**src/vps_defs.vh**
```
// register indices, field positions and reset values for the v-sequence block
`ifndef VPS_DEFS_VH
`define VPS_DEFS_VH

// register indices (byte address = 4 * index)
`define VPS_IDX_LOW_ASSIGN 5'h00
`define VPS_IDX_POLARITY 5'h01
`define VPS_IDX_FINAL_REP 5'h02
`define VPS_IDX_STATUS 5'h03
`define VPS_IDX_UP_ASSIGN 5'h08
`define VPS_IDX_PAT_SEL 5'h09
`define VPS_IDX_A_START 5'h0a
`define VPS_IDX_A_REP12 5'h0b
`define VPS_IDX_A_REP34 5'h0c
`define VPS_IDX_B_START 5'h0d
`define VPS_IDX_B_REP 5'h0e
`define VPS_IDX_C_START 5'h0f
`define VPS_IDX_C_REP 5'h10
`define VPS_IDX_D_START 5'h11
`define VPS_IDX_D_REP 5'h12
`define VPS_IDX_HOLD 5'h13
`define VPS_NUM_REGS 20

// field positions
`define VPS_LO_MSB 12
`define VPS_HI_LSB 13
`define VPS_HI_MSB 25
`define VPS_SEL_INC_BIT 20
`define VPS_SEL_RST_BIT 21
`define VPS_FINAL_EN_BIT 0

// widths and reset values
`define VPS_REG_W 26
`define VPS_POS_MAX 13'h1fff
`define VPS_REG_RESET 26'h0000000
`define VPS_SEQ_RESET 5'h00

`endif

```
**src/vps_group_engine.v**
```verilog
// one group's repetition engine: start, span, repeat count and freeze stall
`timescale 1ns/10ps
`default_nettype none

module vps_group_engine (
	input wire pclk, // pixel rate clock
	input wire presetn, // asynchronous reset, active low
	input wire line_start, // one-cycle pulse at start of line
	input wire run_en, // low while outputs are frozen
	input wire [12:0] pos, // pixel position in the line
	input wire [12:0] start_pos, // where the pattern begins
	input wire [12:0] span, // length of one repetition
	input wire [12:0] span_last, // length of the last repetition
	input wire last_en, // use span_last on last repetition
	input wire [12:0] reps, // number of repetitions
	output reg busy, // pattern is playing
	output reg [12:0] phase // position inside current repetition
);

	reg done;
	reg [12:0] rep;
	wire [12:0] cur_span;

	// last repetition may use its own span
	assign cur_span = (last_en && (rep == reps - 13'h0001)) ? span_last : span;

	// ----------------------------------------
	// repetition sequencing
	// ----------------------------------------
	always @(posedge pclk or negedge presetn) begin
		if (!presetn) begin
			busy <= 1'b0;
			done <= 1'b0;
			phase <= 13'h0000;
			rep <= 13'h0000;
		end else if (line_start) begin
			busy <= 1'b0;
			done <= 1'b0;
			phase <= 13'h0000;
			rep <= 13'h0000;
		end else if (run_en) begin
			if (!busy && !done && pos == start_pos && reps != 13'h0000) begin
				busy <= 1'b1;
				phase <= 13'h0000;
				rep <= 13'h0000;
			end else if (busy) begin
				if (phase + 13'h0001 >= cur_span) begin
					phase <= 13'h0000;
					if (rep + 13'h0001 >= reps) begin
						busy <= 1'b0;
						done <= 1'b1;
					end else begin
						rep <= rep + 13'h0001;
					end
				end else begin
					phase <= phase + 13'h0001;
				end
			end
		end
	end

endmodule

`default_nettype wire

```
**src/vps_seq_regs.v**
```verilog
// v-sequence register file with APB slave, group engines and v-output drive
//
// Implementation choice: the APB register port.
`timescale 1ns/10ps
`default_nettype none
`include "vps_defs.vh"

module vps_seq_regs (
	input wire pclk, // pixel rate clock, 100 MHz
	input wire presetn, // asynchronous reset, active low
	input wire psel, // apb select
	input wire penable, // apb access phase
	input wire pwrite, // apb direction, high for write
	input wire [7:0] paddr, // apb byte address
	input wire [31:0] pwdata, // apb write data
	output reg [31:0] prdata, // apb read data
	output reg pready, // apb ready
	output reg pslverr, // apb error on unmapped address
	input wire line_start, // one-cycle pulse, start of each line
	input wire seq_change, // one-cycle pulse, sequence change point
	input wire [4:0] region_seq, // sequence number of current region
	input wire [3:0] pattern_level, // stored pattern level per group
	output reg [23:0] v_out, // vertical outputs to the driver
	output reg [4:0] seq_num, // active sequence number
	output reg [19:0] pattern_pick, // pattern index per group, A low
	output reg [51:0] pattern_phase, // phase per group, A low
	output reg [3:0] group_busy, // group is playing its pattern
	output reg frozen // outputs are held
);

	// ----------------------------------------
	// storage and helpers
	// ----------------------------------------
	reg [25:0] stage [0:`VPS_NUM_REGS-1]; // software copy
	reg [25:0] act [0:`VPS_NUM_REGS-1]; // copy in use
	reg [12:0] pos;
	reg [1:0] line_idx;
	reg [25:0] rd_val;
	wire [4:0] idx;
	wire setup;
	wire access;
	wire [3:0] busy_w;
	wire [51:0] phase_w;
	wire [51:0] reps_w;
	wire [12:0] rep_a;
	wire odd_line;
	wire [47:0] assign_all;
	integer i;

	// writable bit mask of a register index, zero when unmapped
	function [25:0] reg_mask;
		input [4:0] k;
		begin
			case (k)
				`VPS_IDX_LOW_ASSIGN, `VPS_IDX_POLARITY,
				`VPS_IDX_UP_ASSIGN: reg_mask = 26'h0ffffff;
				`VPS_IDX_PAT_SEL: reg_mask = 26'h03fffff;
				`VPS_IDX_FINAL_REP: reg_mask = 26'h3ffe001;
				`VPS_IDX_A_START, `VPS_IDX_A_REP12, `VPS_IDX_A_REP34,
				`VPS_IDX_B_START, `VPS_IDX_B_REP, `VPS_IDX_C_START,
				`VPS_IDX_C_REP, `VPS_IDX_D_START, `VPS_IDX_D_REP,
				`VPS_IDX_HOLD: reg_mask = 26'h3ffffff;
				default: reg_mask = 26'h0000000;
			endcase
		end
	endfunction

	// true for any index that answers without error
	function mapped;
		input [4:0] k;
		begin
			mapped = (reg_mask(k) != 26'h0000000) || (k == `VPS_IDX_STATUS);
		end
	endfunction

	// low 13-bit field of a word
	function [12:0] lo13;
		input [25:0] w;
		begin
			lo13 = w[`VPS_LO_MSB:0];
		end
	endfunction

	// high 13-bit field of a word
	function [12:0] hi13;
		input [25:0] w;
		begin
			hi13 = w[`VPS_HI_MSB:`VPS_HI_LSB];
		end
	endfunction

	assign idx = paddr[6:2];
	assign setup = psel && !penable;
	assign access = psel && penable && pready;

	// ----------------------------------------
	// apb slave
	// ----------------------------------------
	// status word shows the block's own state
	always @* begin
		if (idx == `VPS_IDX_STATUS) begin
			rd_val = {14'h0000, line_idx, frozen, group_busy, seq_num};
		end else begin
			rd_val = stage[idx] & reg_mask(idx);
		end
	end

	// answer one cycle after setup; upper address bits must be zero
	always @(posedge pclk or negedge presetn) begin
		if (!presetn) begin
			pready <= 1'b0;
			pslverr <= 1'b0;
			prdata <= 32'h00000000;
		end else if (setup) begin
			pready <= 1'b1;
			pslverr <= !mapped(idx) || paddr[7] || (paddr[1:0] != 2'h0);
			prdata <= pwrite ? 32'h00000000 : {6'h00, rd_val};
		end else begin
			pready <= 1'b0;
			pslverr <= 1'b0;
		end
	end

	// software writes land in the staging copy
	always @(posedge pclk or negedge presetn) begin
		if (!presetn) begin
			for (i = 0; i < `VPS_NUM_REGS; i = i + 1) begin
				stage[i] <= `VPS_REG_RESET;
			end
		end else if (access && pwrite && !pslverr) begin
			stage[idx] <= pwdata[25:0] & reg_mask(idx);
		end
	end

	// ----------------------------------------
	// sequence change transfer
	// ----------------------------------------
	// copy at change point
	always @(posedge pclk or negedge presetn) begin
		if (!presetn) begin
			for (i = 0; i < `VPS_NUM_REGS; i = i + 1) begin
				act[i] <= `VPS_REG_RESET;
			end
		end else if (seq_change) begin
			for (i = 0; i < `VPS_NUM_REGS; i = i + 1) begin
				act[i] <= stage[i];
			end
		end
	end

	// ----------------------------------------
	// line position and line index
	// ----------------------------------------
	// pixel position count
	always @(posedge pclk or negedge presetn) begin
		if (!presetn) begin
			pos <= 13'h0000;
		end else if (line_start) begin
			pos <= 13'h0000;
		end else if (pos != `VPS_POS_MAX) begin
			pos <= pos + 13'h0001;
		end
	end

	// change point parks the index so the next line start gives line one
	always @(posedge pclk or negedge presetn) begin
		if (!presetn) begin
			line_idx <= 2'h0;
		end else if (seq_change) begin
			line_idx <= 2'h3;
		end else if (line_start) begin
			line_idx <= line_idx + 2'h1;
		end
	end

	assign odd_line = !line_idx[0];

	// ----------------------------------------
	// sequence number
	// ----------------------------------------
	// restore takes priority over increment when both are set
	always @(posedge pclk or negedge presetn) begin
		if (!presetn) begin
			seq_num <= `VPS_SEQ_RESET;
		end else if (line_start) begin
			if (act[`VPS_IDX_PAT_SEL][`VPS_SEL_RST_BIT]) begin
				seq_num <= region_seq;
			end else if (act[`VPS_IDX_PAT_SEL][`VPS_SEL_INC_BIT]) begin
				seq_num <= seq_num + 5'h01;
			end
		end
	end

	// ----------------------------------------
	// hold and release
	// ----------------------------------------
	always @(posedge pclk or negedge presetn) begin
		if (!presetn) begin
			frozen <= 1'b0;
		end else if (line_start) begin
			frozen <= 1'b0;
		end else if (!frozen && pos == lo13(act[`VPS_IDX_HOLD])) begin
			frozen <= 1'b1;
		end else if (frozen && pos == hi13(act[`VPS_IDX_HOLD])) begin
			frozen <= 1'b0;
		end
	end

	// ----------------------------------------
	// repeat count selection
	// ----------------------------------------
	// group A by line index
	assign rep_a = (line_idx == 2'h0) ? lo13(act[`VPS_IDX_A_REP12]) :
		(line_idx == 2'h1) ? hi13(act[`VPS_IDX_A_REP12]) :
		(line_idx == 2'h2) ? lo13(act[`VPS_IDX_A_REP34]) :
		hi13(act[`VPS_IDX_A_REP34]);

	assign reps_w[12:0] = rep_a;
	assign reps_w[25:13] = odd_line ? lo13(act[`VPS_IDX_B_REP]) :
		hi13(act[`VPS_IDX_B_REP]);
	assign reps_w[38:26] = odd_line ? lo13(act[`VPS_IDX_C_REP]) :
		hi13(act[`VPS_IDX_C_REP]);
	assign reps_w[51:39] = odd_line ? lo13(act[`VPS_IDX_D_REP]) :
		hi13(act[`VPS_IDX_D_REP]);

	// ----------------------------------------
	// group engines
	// ----------------------------------------
	// per-group start and span
	vps_group_engine u_grp_a (
		.pclk(pclk),
		.presetn(presetn),
		.line_start(line_start),
		.run_en(!frozen),
		.pos(pos),
		.start_pos(lo13(act[`VPS_IDX_A_START])),
		.span(hi13(act[`VPS_IDX_A_START])),
		.span_last(hi13(act[`VPS_IDX_A_START])),
		.last_en(1'b0),
		.reps(reps_w[12:0]),
		.busy(busy_w[0]),
		.phase(phase_w[12:0])
	);

	vps_group_engine u_grp_b (
		.pclk(pclk),
		.presetn(presetn),
		.line_start(line_start),
		.run_en(!frozen),
		.pos(pos),
		.start_pos(lo13(act[`VPS_IDX_B_START])),
		.span(hi13(act[`VPS_IDX_B_START])),
		.span_last(hi13(act[`VPS_IDX_B_START])),
		.last_en(1'b0),
		.reps(reps_w[25:13]),
		.busy(busy_w[1]),
		.phase(phase_w[25:13])
	);

	vps_group_engine u_grp_c (
		.pclk(pclk),
		.presetn(presetn),
		.line_start(line_start),
		.run_en(!frozen),
		.pos(pos),
		.start_pos(lo13(act[`VPS_IDX_C_START])),
		.span(hi13(act[`VPS_IDX_C_START])),
		.span_last(hi13(act[`VPS_IDX_C_START])),
		.last_en(1'b0),
		.reps(reps_w[38:26]),
		.busy(busy_w[2]),
		.phase(phase_w[38:26])
	);

	// group D may end on a separately programmed final span
	// software keeps final span equal
	vps_group_engine u_grp_d (
		.pclk(pclk),
		.presetn(presetn),
		.line_start(line_start),
		.run_en(!frozen),
		.pos(pos),
		.start_pos(lo13(act[`VPS_IDX_D_START])),
		.span(hi13(act[`VPS_IDX_D_START])),
		.span_last(hi13(act[`VPS_IDX_FINAL_REP])),
		.last_en(act[`VPS_IDX_FINAL_REP][`VPS_FINAL_EN_BIT]),
		.reps(reps_w[51:39]),
		.busy(busy_w[3]),
		.phase(phase_w[51:39])
	);

	// ----------------------------------------
	// pattern lookup and status outputs
	// ----------------------------------------
	// pattern index per group
	always @(posedge pclk or negedge presetn) begin
		if (!presetn) begin
			pattern_pick <= 20'h00000;
			pattern_phase <= 52'h0000000000000;
			group_busy <= 4'h0;
		end else begin
			pattern_pick <= act[`VPS_IDX_PAT_SEL][19:0];
			pattern_phase <= phase_w;
			group_busy <= busy_w;
		end
	end

	// ----------------------------------------
	// vertical output drive
	// ----------------------------------------
	// lower then upper assignment fields
	assign assign_all = {act[`VPS_IDX_UP_ASSIGN][23:0],
		act[`VPS_IDX_LOW_ASSIGN][23:0]};

	// level is polarity, flipped while the group's pattern says so
	always @(posedge pclk or negedge presetn) begin
		if (!presetn) begin
			v_out <= 24'h000000;
		end else if (line_start) begin
			v_out <= act[`VPS_IDX_POLARITY][23:0];
		end else if (!frozen) begin
			for (i = 0; i < 24; i = i + 1) begin
				v_out[i] <= act[`VPS_IDX_POLARITY][i] ^
					(group_busy[assign_all[2*i +: 2]] &
					pattern_level[assign_all[2*i +: 2]]);
			end
		end
	end

endmodule

`default_nettype wire

```
**config.mk**
```make
export PLATFORM = sky130hd
export DESIGN_NAME = vps_seq_regs
export DESIGN_NICKNAME = d
export VERILOG_FILES = /design/src/vps_group_engine.v /design/src/vps_seq_regs.v
export VERILOG_INCLUDE_DIRS = /design/src
export SDC_FILE = /design/constraint.sdc
export NUM_CORES = 2
export LEC_CHECK = 0
export ABC_AREA = 1
export BUFFER_PORTS_ARGS = -buffer_cell sky130_fd_sc_hd__buf_4
export CAP_MARGIN = 20
export CORE_MARGIN = 5
export CORE_UTILIZATION = 30
export CTS_CLUSTER_DIAMETER = 120
export DETAILED_ROUTE_END_ITERATION = 7
export SETUP_SLACK_MARGIN = 0.5
export SLEW_MARGIN = 20
export SYNTH_ARGS = -nofsm -noshare
export SYNTH_HDL_FRONTEND = slang
export SYNTH_SLANG_ARGS = --single-unit
export TNS_END_PERCENT = 20
```
**constraint.sdc**
```tcl
create_clock -name pclk -period 4.5 [get_ports pclk]
set_input_delay 0.225 -clock pclk [delete_from_list [all_inputs] [get_ports pclk]]
set_output_delay 0.225 -clock pclk [all_outputs]
set_load 0.02 [all_outputs]
```
==> metrics.txt <==
# TYPE chip_impl_metric gauge
chip_impl_info{name="outcome",value="finished clean"} 1
chip_impl_metric{name="syn_area",unit="um2"} 51160
chip_impl_info{name="tritoncts",value="yes"} 1
chip_impl_metric{name="antenna_violating_nets_post_route",unit=""} 0
chip_impl_metric{name="synth_cells",unit=""} 5900
chip_impl_metric{name="reg2regPathDepth",unit=""} 28
chip_impl_info{name="ys_top_cells_by_area",value="dfrtp_1 (53%), nand2_1 (11%), o21ai_0 (7.5%), inv_1 (4.4%), mux2_2 (3.2%)"} 1
chip_impl_info{name="crit_type",value="reg2reg"} 1
chip_impl_metric{name="drt-initial-drc-count",unit=""} 4485
chip_impl_metric{name="place.port_buffers",unit=""} 183
chip_impl_metric{name="yosys.area.top_type_share",unit="%"} 53.17
chip_impl_metric{name="wire_per_inst",unit="um"} 21.71
chip_impl_metric{name="initial_core_util",unit="%"} 30.19
chip_impl_metric{name="synth_area_per_cell",unit="um2"} 8.671
chip_impl_metric{name="antenna_found_initial",unit=""} 10
chip_impl_metric{name="fin_nets",unit=""} 6202
chip_impl_metric{name="ioPinCount",unit=""} 196
chip_impl_info{name="worst_setup_path_start",value="line_idx[0]$_DFFE_PN0P_"} 1
chip_impl_metric{name="path_max_fanout",unit=""} 8
chip_impl_metric{name="timing.slew.headroom",unit="%"} 22.98
chip_impl_metric{name="worstPathRequired",unit="ps"} 5190
chip_impl_metric{name="yosys.cell_types.count",unit=""} 55
chip_impl_info{name="worst_setup_path_start_kind",value="flop"} 1
chip_impl_metric{name="via_cell_ratio",unit=""} 5.102
chip_impl_metric{name="grt_pass1_vias",unit=""} 40970
chip_impl_info{name="synth-main-ff-cell",value="dfrtp_1"} 1
chip_impl_metric{name="drt_drc_violations_left",unit=""} 0
chip_impl_metric{name="route.vias.total",unit=""} 42600
chip_impl_metric{name="report.final.setup_viol",unit=""} 0
chip_impl_metric{name="wirelength",unit="um"} 181300
chip_impl_metric{name="cts.reportedPaths.clkPinSlew",unit="ps"} 70
chip_impl_info{name="post_synth_most_frequent_cells",value="nand2_1 (1480), dfrtp_1 (1087), o21ai_0 (768)"} 1
chip_impl_metric{name="area_delta_synth_final",unit="%"} 17.19
chip_impl_info{name="post-synth-top-area-cell",value="dfrtp_1"} 1
chip_impl_metric{name="postSynthRegisterBits",unit=""} 1087
chip_impl_metric{name="crit_path_max_incr_delay",unit="ps"} 530
chip_impl_metric{name="report.final.hold_viol_count",unit=""} 0
chip_impl_metric{name="cts_inserted_buffers",unit=""} 118
chip_impl_info{name="clk_root_buffer_cell",value="clkbuf_16"} 1
chip_impl_metric{name="synth-edff-count",unit=""} 0
chip_impl_info{name="reg2reg_to",value="u_grp_d.rep[0]$_DFFE_PN0P_"} 1
chip_impl_metric{name="globalRoute.totalOverflow",unit=""} 0
chip_impl_metric{name="synth-seq-area-share",unit="%"} 53.17
chip_impl_metric{name="max_cap_viol_count",unit=""} 0
chip_impl_info{name="synth_most_common_cell",value="nand2_1"} 1
chip_impl_metric{name="drt_pass1_iterations",unit=""} 8
chip_impl_metric{name="cp_data_arrival_time",unit="ps"} 4640
chip_impl_metric{name="largest_net_degree_at_the_start_of_global_routing",unit=""} 130
chip_impl_metric{name="clock_sink_count",unit=""} 1087
chip_impl_metric{name="switching_power_summed_over_all_nets",unit="mW"} 6.597
chip_impl_metric{name="worstMarginPinSlew",unit="ps"} 1152
chip_impl_metric{name="combinationalPowerShare",unit="%"} 12.1
chip_impl_metric{name="whs",unit="ps"} 34.46
chip_impl_metric{name="power_report.internal_total",unit="mW"} 17.03
chip_impl_metric{name="power.density_cell_area",unit="nW/um2"} 394.1
chip_impl_metric{name="die_w",unit="um"} 422.9
chip_impl_metric{name="htree_num_levels",unit=""} 3
chip_impl_metric{name="placementRows",unit=""} 151
chip_impl_metric{name="grt.total_usage",unit="%"} 19.69
chip_impl_metric{name="part_of_the_total_power_dissipated_in_the_clock_network",unit="%"} 44.2
chip_impl_info{name="cpMaxStageDelayCell",value="dfrtp_2"} 1
chip_impl_metric{name="final_layout_size_suffix_gt1_share",unit="%"} 12.60
chip_impl_metric{name="yosysWarnings",unit=""} 0
chip_impl_metric{name="hpwl",unit="um"} 130700
chip_impl_metric{name="final_period_minus_worst_setup_slack",unit="ps"} 3957
chip_impl_metric{name="synth-async-reset-ratio",unit="%"} 100.0
chip_impl_metric{name="finalWeightedCongestion",unit=""} 0.9448
chip_impl_metric{name="clk-insertion-delay-late",unit="ps"} 780
chip_impl_metric{name="clock_tree_buffer_depth",unit=""} 3
chip_impl_metric{name="coreArea",unit="um2"} 169500
chip_impl_info{name="rsz0062_at_grt",value="true"} 1
chip_impl_metric{name="maximum_vdd_ir_drop",unit="mV"} 0.3625
chip_impl_metric{name="power.static_leakage",unit="nW"} 28.71
chip_impl_metric{name="setup_total_neg_slack",unit="ps"} 0
chip_impl_metric{name="finalMaxSlewViolations",unit=""} 0
chip_impl_info{name="holdCritPathClass",value="in2reg"} 1
chip_impl_metric{name="finalCritPeriodShare",unit="%"} 87.93
chip_impl_metric{name="die_y",unit="um"} 422.9
chip_impl_metric{name="upper_clock_frequency_limit",unit="GHz"} 0.2527
chip_impl_metric{name="seq_power_share",unit="%"} 43.7
chip_impl_info{name="setup.worst_path.end",value="u_grp_d.rep[0]$_DFFE_PN0P_"} 1
chip_impl_metric{name="regToRegSetupSlack",unit="ps"} 540
chip_impl_info{name="critPathCaptureType",value="flop"} 1
chip_impl_info{name="worst_r2r_startpoint",value="line_idx[0]$_DFFE_PN0P_"} 1
chip_impl_metric{name="fp.dieArea",unit="um2"} 178900
chip_impl_metric{name="wire_length_of_the_first_global_routing_pass",unit="um"} 268400
chip_impl_metric{name="skew",unit="ps"} 64.29
chip_impl_metric{name="fraction_of_power_spent_switching_nets",unit="%"} 27.93
-- per-layer routing --
metal | wire, um | GRT usage (%)
met2 | 83800 | 31.58
met3 | 14270 | 3.696
met5 | 51 | 0
met1 | 73920 | 25.84
met4 | 9214 | 9.169
-- sequential cells by signal (all words and copies together) (netlist names), 4 cells and up --
| register | flops |
|---|---|
| u_grp_b.phase | 13 |
| u_grp_c.phase | 13 |
| u_grp_b.rep | 13 |
| pattern_pick | 20 |
| u_grp_c.rep | 13 |
| v_out | 24 |
| u_grp_a.rep | 13 |
| u_grp_d.rep | 13 |
| pattern_phase | 52 |
| act | 368 |
| stage | 458 |
| u_grp_a.phase | 13 |
| prdata | 26 |
| u_grp_d.phase | 13 |
| group_busy | 4 |
| seq_num | 5 |
| pos | 13 |
-- worst min-delay path by stage --
| stage | startpoint | to | slack, ps | cells after the start |
|---|---|---|---|---|
| 2_1_floorplan | presetn | act[0]$_DFFE_PN0P_ | -70 | 0 |
| 3_3_place_gp | act[265]$_DFFE_PN0P_ | pattern_pick[5]$_DFF_PN0_ | 360 | 0 |
| 3_5_place_dp | u_grp_d.phase[11]$_DFFE_PN0P_ | pattern_phase[50]$_DFF_PN0_ | 360 | 0 |
| 4_1_cts | pwrite | prdata[4]$_DFFE_PN0P_ | 2 | 5 |
| 5_1_grt | pwrite | prdata[2]$_DFFE_PN0P_ | 40 | 5 |
| 6_report | pwdata[16] | stage[510]$_DFFE_PN0P_ | 30 | 3 |
-- per-stage QoR --
step | worst slack, ps | power (mW) | instance area [um2] | util, % | std cells
after global routing | 275.8 | 24.51 | 59940 | 35.37 | 8347
after global placement | 192.6 | 13.21 | 55010 | 32.46 | 8093
after detailed placement | 197.7 | 13.25 | 55070 | 32.49 | 8095
final | 543.0 | 23.62 | 59950 | 35.37 | 8350
after CTS | 485.5 | 23.71 | 59480 | 35.09 | 8332
after floorplan | 682.0 | 11.96 | 51180 | - | 5905
-- cell type report --
| class | instances | area, um2 |
|---|---|---|
| antenna | 3 | 7.507 |
| clock buffer | 161 | 3344 |
| clock inverter | 60 | 865.8 |
| fill | 17070 | 109500 |
| inverter | 615 | 2313 |
| multi-input combinational | 3883 | 20660 |
| sequential | 1087 | 27200 |
| tap | 2218 | 2775 |
| timing repair buffer | 323 | 2778 |
-- what timing repair did --
| item | in CTS | in global routing |
|---|---|---|
| endpoints found under the hold margin | 89 | 0 |
| cloned | 0 | 5 |
| setup endpoints to repair | 36 | 67 |
| hold buffers | 15 | 0 |
| buffers inserted | 1 | 9 |
| pin swaps | 0 | 27 |
| resized for setup | 13 | 71 |
-- cells by family (layout without fill, tap and decap cells) --
kind of cell               after synthesis  after routing  share of synthesized area [%]
AOI/OAI and AO/OA                     1269           1269                          13.90
buffers and inverters                  937           1159                          7.215
muxes                                  144            144                          3.170
and+or+nand+nor                       2232           2234                          17.74
xor gates and xnor gates               112            112                          1.917
other                                    1              9                       0.007330
adders and majority gates              118            118                          2.886
DFF                                   1087           1087                          53.17
-- power groups by stage --
stage | combinational (mW) | clock (mW) | sequential, mW
after floorplan | 1.52 | 0 | 10.4
after global placement | 2.72 | 0 | 10.5
after detailed placement | 2.75 | 0 | 10.5
after CTS | 2.78 | 10.6 | 10.3
after global routing | 3.14 | 11.0 | 10.4
final | 2.86 | 10.4 | 10.3
-- worst max-delay path: cells and delay by family, from the launching register on --
family          cells  cell delay [ps]
simple gates       16             1840
buf+inv             6              570
fa+ha+maj           2              540
flops               1              530
compound gates      4              370
-- placed cells by master, fill, tap and decap left out, types with 41 or more instances in the layout --
cell type and count:
a21oi_1 157, a22oi_1 150, buf_4 280, clkbuf_16 119, dfrtp_1 1086, ha_1 108, inv_1 589, mux2_2 144
nand2_1 1473, nand3_1 210, nand4_1 55, nor2_1 356, nor3_1 41, o21ai_0 762, o22ai_1 60, xor2_1 99
Power figures use the tool's default switching activity.
